<file path="src/hw/sar_adc_pkg.sv">
// Shared constants for the successive-approximation converter control
package sar_adc_pkg;
   localparam int          RES_BITS        = 8;
   localparam logic [7:0]  CODE_FULL       = 8'hFF;
   localparam logic [7:0]  CODE_ZERO       = 8'h00;
   localparam logic [7:0]  CTRL_RESET      = 8'h40;
   localparam int          IRQ_EN_POS      = 7;
   localparam int          EOC_POS         = 6;
   localparam int          START_POS       = 5;
   localparam int          POWER_POS       = 4;
   localparam int          OSC_POS         = 2;
   localparam int          CONV_TIME_NS    = 70000;
   localparam int          CLK_PERIOD_NS   = 5;
   localparam int          CONV_CYCLES     = CONV_TIME_NS / CLK_PERIOD_NS;
   localparam int          STEP_CYCLES     = CONV_CYCLES / RES_BITS;
endpackage : sar_adc_pkg

</file>
<file path="src/hw/sar_step_timer.sv">
// Step timer pacing one approximation bit per period
`timescale 1ns/1ps
module sar_step_timer #(
   parameter int STEP = sar_adc_pkg::STEP_CYCLES
) (
   input  wire logic clk_i,
   input  wire logic resetn_i,
   input  wire logic restart_i,
   input  wire logic run_i,
   output logic      tick_o
);
   localparam int W = $clog2(STEP + 1);
   localparam logic [W-1:0] LAST = W'(STEP - 1);
   logic [W-1:0] count;
   logic [W-1:0] next_count;
   logic         next_tick;

   // Count up one step, restart on demand
   always_comb begin
      next_count = count;
      next_tick  = 1'b0;
      if (restart_i || !run_i) begin
         next_count = '0;
      end else if (count == LAST) begin
         next_count = '0;
         next_tick  = 1'b1;
      end else begin
         next_count = count + W'(1);
      end
   end

   always_ff @(posedge clk_i or negedge resetn_i) begin
      if (!resetn_i) begin
         count  <= '0;
         tick_o <= 1'b0;
      end else begin
         count  <= next_count;
         tick_o <= next_tick;
      end
   end
endmodule : sar_step_timer

</file>
<file path="src/hw/comp_sync.sv">
// Two-stage synchroniser for the analog comparator output
`timescale 1ns/1ps
module comp_sync (
   input  wire logic clk_i,
   input  wire logic resetn_i,
   input  wire logic async_i,
   output logic      sync_o
);
   logic meta;

   // First stage feeds only the second
   always_ff @(posedge clk_i or negedge resetn_i) begin
      if (!resetn_i) begin
         meta   <= 1'b0;
         sync_o <= 1'b0;
      end else begin
         meta   <= async_i;
         sync_o <= meta;
      end
   end
endmodule : comp_sync

</file>
<file path="src/hw/sar_adc_conversion_control.sv">
// Conversion control of an 8-bit successive-approximation converter
// Operation
// - Binary search gives 8-bit code, stored
// - Input above range yields FF, no overflow
// - Input below range yields 00
// - Start write begins conversion, clears flag
// - Finished conversion sets end flag
// - Completion with enable raises interrupt request
// - Start during conversion restarts it
// - Start bit reads back as zero
// - One conversion per start write
// - Power bit switches converter on/off
// - Wait mode runs; interrupt wakes device
// - Flag cleared only by a start
// - Conversion takes nine steps, about 79 microseconds
// - Control reads 40h after reset
`timescale 1ns/1ps
module sar_adc_conversion_control #(
   parameter int CONV_CYCLES = sar_adc_pkg::CONV_CYCLES
) (
   input  wire logic       clk_i,
   input  wire logic       resetn_i,
   input  wire logic       ctrl_wr_i,
   input  wire logic [7:0] ctrl_wdata_i,
   input  wire logic       stop_mode_i,
   input  wire logic       comp_i,
   output logic [7:0]      conv_control_reg_o,
   output logic [7:0]      result_register_o,
   output logic [7:0]      dac_code_o,
   output logic            analog_enable_o,
   output logic            conv_irq_o,
   output logic            wake_o,
   output logic            busy_o
);
   // Step length scales the whole conversion with the clock
   localparam int STEP = CONV_CYCLES / sar_adc_pkg::RES_BITS;

   typedef enum logic [2:0] {
      S_IDLE   = 3'b001,
      S_SETTLE = 3'b010,
      S_CONV   = 3'b100
   } conv_state_e;

   conv_state_e state;
   conv_state_e next_state;
   logic        conv_irq_enable;
   logic        conv_power_on;
   logic        osc_off;
   logic        eoc;
   logic [7:0]  trial;
   logic [7:0]  result;
   logic [2:0]  bit_idx;
   logic        next_irq_enable;
   logic        next_power_on;
   logic        next_osc_off;
   logic        next_eoc;
   logic [7:0]  next_trial;
   logic [7:0]  next_result;
   logic [2:0]  next_bit_idx;
   logic        comp_sync;
   logic        tick;
   logic        start_req;
   logic        powered;
   logic        restart;

   comp_sync u_sync (
      .clk_i    (clk_i),
      .resetn_i (resetn_i),
      .async_i  (comp_i),
      .sync_o   (comp_sync)
   );

   sar_step_timer #(.STEP(STEP)) u_timer (
      .clk_i     (clk_i),
      .resetn_i  (resetn_i),
      .restart_i (restart),
      .run_i     (state != S_IDLE),
      .tick_o    (tick)
   );

   // Start strobe and power gating
   assign start_req = ctrl_wr_i && ctrl_wdata_i[sar_adc_pkg::START_POS];
   assign powered   = conv_power_on && !stop_mode_i;
   assign restart   = start_req || !powered;

   // Control bits and conversion sequence
   always_comb begin
      next_state      = state;
      next_irq_enable = conv_irq_enable;
      next_power_on   = conv_power_on;
      next_osc_off    = osc_off;
      next_eoc        = eoc;
      next_trial      = trial;
      next_result     = result;
      next_bit_idx    = bit_idx;
      if (ctrl_wr_i) begin
         next_irq_enable = ctrl_wdata_i[sar_adc_pkg::IRQ_EN_POS];
         next_power_on   = ctrl_wdata_i[sar_adc_pkg::POWER_POS];
         next_osc_off    = ctrl_wdata_i[sar_adc_pkg::OSC_POS];
      end
      case (state)
         S_IDLE: begin
            if (start_req && powered) begin
               next_state = S_SETTLE;
            end
         end
         S_SETTLE: begin
            // One step of sampling before the first trial
            if (tick) begin
               next_state   = S_CONV;
               next_bit_idx = 3'd7;
               next_trial   = 8'h80;
            end
         end
         S_CONV: begin
            if (tick) begin
               // Keep trial bit when input exceeds trial level
               if (!comp_sync) begin
                  next_trial[bit_idx] = 1'b0;
               end
               if (bit_idx == 3'd0) begin
                  next_result = comp_sync ? trial : (trial & ~8'h01);
                  next_eoc    = 1'b1;
                  next_state  = S_IDLE;
               end else begin
                  next_trial[bit_idx - 3'd1] = 1'b1;
                  next_bit_idx = bit_idx - 3'd1;
               end
            end
         end
         default: next_state = S_IDLE;
      endcase
      // Restart or abandon overrides the next state; a start also clears flag and trial
      if (start_req) begin
         next_eoc   = 1'b0;
         next_trial = 8'h00;
         next_state = powered ? S_SETTLE : S_IDLE;
      end else if (!powered) begin
         next_state = S_IDLE;
      end
   end

   always_ff @(posedge clk_i or negedge resetn_i) begin
      if (!resetn_i) begin
         state           <= S_IDLE;
         conv_irq_enable <= 1'b0;
         conv_power_on   <= 1'b0;
         osc_off         <= 1'b0;
         eoc             <= 1'b1;
         trial           <= 8'h00;
         result          <= 8'h00;
         bit_idx         <= 3'd7;
      end else begin
         state           <= next_state;
         conv_irq_enable <= next_irq_enable;
         conv_power_on   <= next_power_on;
         osc_off         <= next_osc_off;
         eoc             <= next_eoc;
         trial           <= next_trial;
         result          <= next_result;
         bit_idx         <= next_bit_idx;
      end
   end

   // Registered outputs
   always_ff @(posedge clk_i or negedge resetn_i) begin
      if (!resetn_i) begin
         conv_control_reg_o <= sar_adc_pkg::CTRL_RESET;
         result_register_o  <= 8'h00;
         dac_code_o         <= 8'h00;
         analog_enable_o    <= 1'b0;
         conv_irq_o         <= 1'b0;
         wake_o             <= 1'b0;
         busy_o             <= 1'b0;
      end else begin
         // Start position always reads zero
         conv_control_reg_o <= {next_irq_enable, next_eoc, 1'b0, next_power_on,
                                1'b0, next_osc_off, 2'b00};
         result_register_o  <= next_result;
         dac_code_o         <= next_trial;
         analog_enable_o    <= next_power_on && !stop_mode_i;
         conv_irq_o         <= next_eoc && next_irq_enable;
         wake_o             <= next_eoc && next_irq_enable && !stop_mode_i;
         busy_o             <= next_state != S_IDLE;
      end
   end

   // Cycle count of the running conversion, for the timing checks
   localparam int CONV_LIMIT = 9 * STEP + 4;
   localparam int CONV_FLOOR = 8 * STEP;
   logic [19:0] conv_len;
   logic [19:0] next_conv_len;

   // Count while converting, clear on idle or restart
   always_comb begin
      next_conv_len = 20'h00000;
      if (state != S_IDLE && !restart) begin
         next_conv_len = conv_len + 20'h00001;
      end
   end

   always_ff @(posedge clk_i or negedge resetn_i) begin
      if (!resetn_i) begin
         conv_len <= 20'h00000;
      end else begin
         conv_len <= next_conv_len;
      end
   end
endmodule : sar_adc_conversion_control

</file>
<file path="config.mk">
export PLATFORM = sky130hd
export DESIGN_NAME = sar_adc_conversion_control
export DESIGN_NICKNAME = d
export VERILOG_FILES = /design/src/hw/sar_adc_pkg.sv /design/src/hw/sar_step_timer.sv /design/src/hw/comp_sync.sv /design/src/hw/sar_adc_conversion_control.sv
export SDC_FILE = /design/constraint.sdc
export NUM_CORES = 1
export LEC_CHECK = 0
export ABC_AREA = 1
export BUFFER_PORTS_ARGS = -buffer_cell sky130_fd_sc_hd__buf_2
export CORE_MARGIN = 4
export CORE_UTILIZATION = 60
export DETAILED_ROUTE_END_ITERATION = 8
export PLACE_DENSITY = 0.93
export SLEW_MARGIN = 10
export SYNTH_ARGS = -nofsm -noshare
export SYNTH_HDL_FRONTEND = slang
export SYNTH_HIERARCHICAL = 1
export SYNTH_SLANG_ARGS = --single-unit
</file>
<file path="constraint.sdc">
create_clock -name clk_i -period 3.1 [get_ports clk_i]
set_input_delay 0.31 -clock clk_i [delete_from_list [all_inputs] [get_ports clk_i]]
set_output_delay 0.31 -clock clk_i [all_outputs]
set_load 0.005 [all_outputs]
</file>
==> impl_metrics.env, run 1 <==
export IMPL_fmax_mhz=616
export IMPL_seq_area_frac_synth_pct=47.4
export IMPL_crit_fanout=14
export IMPL_reg2reg_from="bit_idx[0]"
export IMPL_end_kind="register"
export IMPL_routedWlPerCell_um=11.8
export IMPL_combPwrFrac_pct=4.8
export IMPL_synth_area_top_cells="dfrtp_1 (42%), nand2_1 (14%), nor2_1 (5.8%)"
export IMPL_slew_violations=0
export IMPL_powerDensity_mw_per_mm2=440
export IMPL_path_delay_family="flip-flops"
export IMPL_drt_wl_total_um=4380
export IMPL_ys_types=30
export IMPL_post_cts_buffers=0
export IMPL_critPathKind="register to register"
export IMPL_cp_start_kind="register"
export IMPL_cts_buffers=5
export IMPL_die_y_um=70.4
export IMPL_antenna_cells=0
export IMPL_setup_tns_ns=0
export IMPL_regToRegSetupSlack_ns=1.48
export IMPL_grt_max_degree=45
export IMPL_die_w_um=70.4
export IMPL_synthTopCellsByCount="nand2_1 (90), dfrtp_1 (39), nor2_1 (36)"
export IMPL_synthArstFlopShare_pct=100
export IMPL_ys_flop_type="dfrtp_1"
export IMPL_dieArea_mm2=0.00495
export IMPL_hpwl_um=3350
export IMPL_p_seq_share_pct=51.1
export IMPL_grt_pass1_wl_um=7760
export IMPL_synth_avg_cell_area_um2=8.05
export IMPL_cpPeakStageDelay_ns=0.54
export IMPL_worst_path_buf_inv=2
export IMPL_critPathArrivalTime_ns=1.81
export IMPL_finalHoldViolCount=0
export IMPL_coreArea_mm2=0.00372
export IMPL_clock_sinks=44
export IMPL_hold_depth=1
export IMPL_area_delta_synth_final_pct=11.8
export IMPL_start_util_pct=62.8
export IMPL_worst_pin_slew_ns=0.954
export IMPL_fin_area_mm2=0.00261
export IMPL_drv_cap=0
export IMPL_synth_top_area_share_pct=41.8
export IMPL_cts_htree_levels=2
export IMPL_cts_hold_fix_buffers=0
export IMPL_swShare_pct=19.8
export IMPL_cts_root_buffer="clkbuf_8"
export IMPL_antenna_found_initial=0
export IMPL_insertion_delay_ns=0.30
export IMPL_cts_tree="yes"
export IMPL_drc=0
export IMPL_drive_above_1_share_pct=25.7
export IMPL_dr_pass1_iters=5
export IMPL_power_leakage_nw=1.37
export IMPL_io_buffers=32
export IMPL_pwr_share_clk_pct=44.2
export IMPL_track_usage_pct=19.2
export IMPL_p_total_w=0.00115
export IMPL_drtAntennaViolNets=0
export IMPL_gr_total_overflow=0
export IMPL_fp_row_count=22
export IMPL_p_int_w=0.000921
export IMPL_worst_hold_startpoint="comp_i"
export IMPL_cts_resized=0
export IMPL_rsz0062_at_grt="false"
export IMPL_dp_cells=363
export IMPL_rr_worst_depth=8
export IMPL_synth_edf_count=0
export IMPL_gp_congestion=0.885
export IMPL_r2r_end="result_register_o[1]"
export IMPL_layout_nets=339
export IMPL_clk_pin_slew_ns=0.08
export IMPL_outcome="finished, final reports clean"
export IMPL_fin_cells=371
export IMPL_slew_headroom_pct=36.4
export IMPL_fin_skew_ns=0.00775
export IMPL_routed_via_count=1914
export IMPL_min_period_over_period_pct=52.4
export IMPL_synth_most_common_cell="nand2_1"
export IMPL_synth_top_area_cell="dfrtp_1"
export IMPL_critPathRequiredTime_ns=3.29
export IMPL_crit_slowest_cell="dfstp_2"
export IMPL_peakVddDrop_uv=269
export IMPL_syn_area_mm2=0.00233
export IMPL_min_period_ns=1.62
export IMPL_yosys_warnings=6
export IMPL_path_depth=8
export IMPL_clock_path_buffers=2
export IMPL_crit_chain="inv_1 > ha_1 > nand2_4 > nor2_4 > nand2_4 > inv_2 > nand2_1 > nand2_1"
export IMPL_whs_ns=0.118
export IMPL_p_sw_w=0.000228
export IMPL_synth_seq_cells=44
export IMPL_min_path_type="input port to register"
export IMPL_holdPathEnd="u_sync/meta"
export IMPL_setup_viol=0
export IMPL_drt_initial_drc_count=95
export IMPL_post_dp_cell_area_mm2=0.00248
export IMPL_synthCells=290
export IMPL_grt_pass1_vias=1792
export IMPL_via_per_inst=5.16
export IMPL_io_pins=41
[metal layers]
metal | vias up | track usage, % | routed length, µm
met2 | 50 | 34.3 | 2220
met5 | - | 0 | 0
met3 | 4 | 4.46 | 203
met1 | 908 | 22.9 | 1930
met4 | 0 | 5.32 | 24
li1 | 952 | - | -
[final cells by class]
class | instances | area [µm²]
tap | 48 | 60.1
inverter | 32 | 120
fill | 280 | 1100
sequential | 44 | 1110
clock inverter | 2 | 60.1
clock buffer | 6 | 72.6
multi-input combinational | 207 | 1030
timing repair buffer | 32 | 160
[layout by cell type, fill, tap and decap left out, types with 4 or more instances in the layout]
cell      instances
inv_2             8
buf_2            32
nand3_1          19
o21ai_0           4
ha_1              4
dfstp_2           5
nand2_2          12
inv_1            24
a21oi_1           9
nand2_1          90
clkbuf_8          5
nor2_4            4
nor2_1           36
conb_1            4
dfrtp_1          39
[kinds of logic (layout without fill, tap and decap cells)]
logic type,count (synthesis),in the layout,share of synthesized area (%)
compound gates,19,19,5.09
xor+xnor,4,4,1.50
fa+ha+maj,4,4,2.14
buf+inv,42,72,8.90
flops,44,44,47.4
mux,1,1,0.482
other cells,1,4,0.161
simple gates,175,175,34.3
[state kept, by name (all words and copies together) (netlist names)]
signal / count
state: 3
bit_idx: 3
u_timer/count: 11
dac_code_o: 8
conv_control_reg_o: 4
u_sync/meta: 1
busy_o: 1
u_sync/sync_o: 1
wake_o: 1
u_timer/tick_o: 1
conv_irq_o: 1
result_register_o: 8
analog_enable_o: 1
[power groups by stage]
stage | clock (W) | sequential (W) | combinational [W]
2_1_floorplan | 0 | 0.000597 | 0.0000353
3_3_place_gp | 0 | 0.000597 | 0.0000527
3_5_place_dp | 0 | 0.000598 | 0.0000548
4_1_cts | 0.000517 | 0.000587 | 0.0000551
5_1_grt | 0.000547 | 0.000588 | 0.0000628
6_report | 0.000507 | 0.000587 | 0.0000546
[worst max-delay path by stage]
stage,endpoint,startpoint,slack [ns]
floorplan,dac_code_o[6],bit_idx[0],1.65
global placement,dac_code_o[6],bit_idx[0],1.52
detailed placement,result_register_o[1],bit_idx[0],1.47
CTS,result_register_o[1],bit_idx[0],1.47
global route,dac_code_o[7],bit_idx[0],1.32
finish,result_register_o[1],bit_idx[0],1.48
[stage by stage]
step | utilization, % | setup slack (ns)
floorplan | - | 1.65
global placement | 66.7 | 1.52
detailed placement | 66.7 | 1.47
CTS | 70.3 | 1.47
global route | 70.3 | 1.32
finish | 70.3 | 1.48
No activity file was read; power rests on OpenSTA's default activity.
==> inputs of run 2 (changes only) <==
CORE_UTILIZATION = 55   (was 60)
PLACE_DENSITY = 0.87   (was 0.93)
clock period = 1.65 ns   (was 3.1 ns; I/O delays follow)
==> impl_metrics.env, run 2 (synthesis gave the netlist of run 1 again) <==
export IMPL_insertion_delay_ns=0.29
export IMPL_routedWlPerCell_um=11.7
export IMPL_reg2reg_from="bit_idx[0]"
export IMPL_routed_via_count=1931
export IMPL_drt_wl_total_um=4450
export IMPL_io_pins=41
export IMPL_peakVddDrop_uv=324
export IMPL_regToRegSetupSlack_ns=0.09
export IMPL_slew_violations=0
export IMPL_area_delta_synth_final_pct=13.5
export IMPL_crit_slowest_cell="dfstp_2"
export IMPL_die_w_um=73.2
export IMPL_setup_tns_ns=0
export IMPL_fill_cells=322
export IMPL_grt_max_degree=24
export IMPL_min_path_type="input port to register"
export IMPL_clock_sinks=44
export IMPL_drive_above_1_share_pct=27.1
export IMPL_critPathArrivalTime_ns=1.75
export IMPL_cpPeakStageDelay_ns=0.53
export IMPL_layout_nets=345
export IMPL_powerDensity_mw_per_mm2=699
export IMPL_dr_pass1_iters=4
export IMPL_coreArea_mm2=0.00406
export IMPL_largest_reg_flops=11
export IMPL_gp_congestion=0.899
export IMPL_min_period_ns=1.56
export IMPL_mostFrequentLayoutCell="nand2_1"
export IMPL_slew_headroom_pct=65.9
export IMPL_r2r_end="dac_code_o[4]"
export IMPL_grt_pass1_wl_um=7860
export IMPL_dieArea_mm2=0.00535
export IMPL_rsz0062_at_grt="false"
export IMPL_layout_common_cells="nand2_1 (89), dfrtp_1 (39), nor2_1 (36)"
export IMPL_rr_worst_depth=11
export IMPL_drtAntennaViolNets=0
export IMPL_holdPathEnd="wake_o"
export IMPL_antenna_found_initial=0
export IMPL_track_usage_pct=18.7
export IMPL_cts_root_buffer="clkbuf_8"
export IMPL_die_y_um=73.2
export IMPL_largestRegisters="u_timer/count: 11 flops, dac_code_o: 8 flops, result_register_o: 8 flops"
export IMPL_fin_cells=379
export IMPL_cts_tree="yes"
export IMPL_via_per_inst=5.09
export IMPL_multi_input_area_mm2=0.00105
export IMPL_gr_total_overflow=0
export IMPL_finalHoldViolCount=0
export IMPL_clock_path_buffers=2
export IMPL_worst_hold_startpoint="stop_mode_i"
export IMPL_fmax_mhz=642
export IMPL_fin_skew_ns=0.00991
export IMPL_hold_depth=2
export IMPL_crit_chain="inv_1 > buf_4 > ha_2 > inv_1 > nand2_2 > nand2_4 > nor2_4 > nand2_1 > nand2_1 > nand2_1 > nand2_1"
export IMPL_drc=0
export IMPL_end_kind="register"
export IMPL_power_leakage_nw=1.37
export IMPL_antenna_cells=0
export IMPL_dp_cells=367
export IMPL_hpwl_um=3420
export IMPL_drv_cap=0
export IMPL_min_period_over_period_pct=94.4
export IMPL_start_util_pct=57.5
export IMPL_crit_fanout=6
export IMPL_outcome="finished, final reports clean"
export IMPL_clk_pin_slew_ns=0.08
export IMPL_cp_start_kind="register"
export IMPL_io_buffers=32
export IMPL_cts_htree_levels=2
export IMPL_critPathRequiredTime_ns=1.84
export IMPL_critPathKind="register to register"
export IMPL_worst_pin_slew_ns=0.512
export IMPL_seq_area_mm2=0.00111
export IMPL_whs_ns=0.0441
export IMPL_p_total_w=0.00185
export IMPL_grt_pass1_vias=1887
export IMPL_fp_row_count=23
export IMPL_path_common_cell="nand2_1"
export IMPL_cts_buffers=5
export IMPL_setup_viol=0
export IMPL_largest_register="u_timer/count"
export IMPL_drt_initial_drc_count=127
[run 2: how the worst max path moves through the flow]
stage	startpoint	to	slack, ns
6_report	bit_idx[0]	dac_code_o[4]	0.09
2_1_floorplan	bit_idx[0]	dac_code_o[6]	0.20
3_3_place_gp	bit_idx[1]	dac_code_o[6]	0.11
4_1_cts	bit_idx[0]	dac_code_o[4]	0.05
3_5_place_dp	bit_idx[1]	dac_code_o[7]	0.07
5_1_grt	bit_idx[1]	dac_code_o[7]	0.0005
[run 2: per-layer routing]
layer / wire length (µm) / vias up / track usage [%] / part of all wire, %
met2: 2270 / 54 / 34.0 / 51
li1: - / 962 / - / -
met1: 1830 / 902 / 21.0 / 41
met3: 246 / 13 / 4.27 / 5.5
met4: 106 / 0 / 7.38 / 2.4
met5: 0 / - / 0 / 0
[run 2: what timing repair did]
action,CTS,global route
hold buffers,2,0
endpoints found under the setup margin,0,5
buffers inserted,0,2
gates resized for setup,0,6
endpoints found under the hold margin,21,0
[run 2: worst max-delay path: cells and delay by family, from the launching register on]
| family | cells | cell delay (ns) |
|---|---|---|
| DFF | 1 | 0.53 |
| and+or+nand+nor | 7 | 0.48 |
| buffers and inverters | 3 | 0.25 |
| adders and majority gates | 1 | 0.19 |
[run 2: per-stage QoR]
| stage | area, µm² | util, % | setup WS, ns |
|---|---|---|---|
| after detailed placement | 2510 | 61.8 | 0.0679 |
| after global placement | 2510 | 61.8 | 0.110 |
| after global routing | 2650 | 65.3 | 0.000480 |
| final | 2650 | 65.3 | 0.0923 |
| after floorplan | 2350 | - | 0.196 |
| after CTS | 2610 | 64.3 | 0.0475 |
[run 2: layout make-up]
type                       count  area share (%)
clock buffer                   7            2.88
clock inverter                 1           0.189
inverter                      32            4.53
multi-input combinational    207            39.8
sequential                    44            41.8
tap                           50            2.36
timing repair buffer          38            8.41
[run 2: power by group]
group	internal, W	switching (W)	leakage [nW]
clock	0.000297	0.000339	0.0422
sequential	0.00109	0.00000795	0.585
combinational	0.0000409	0.0000723	0.738
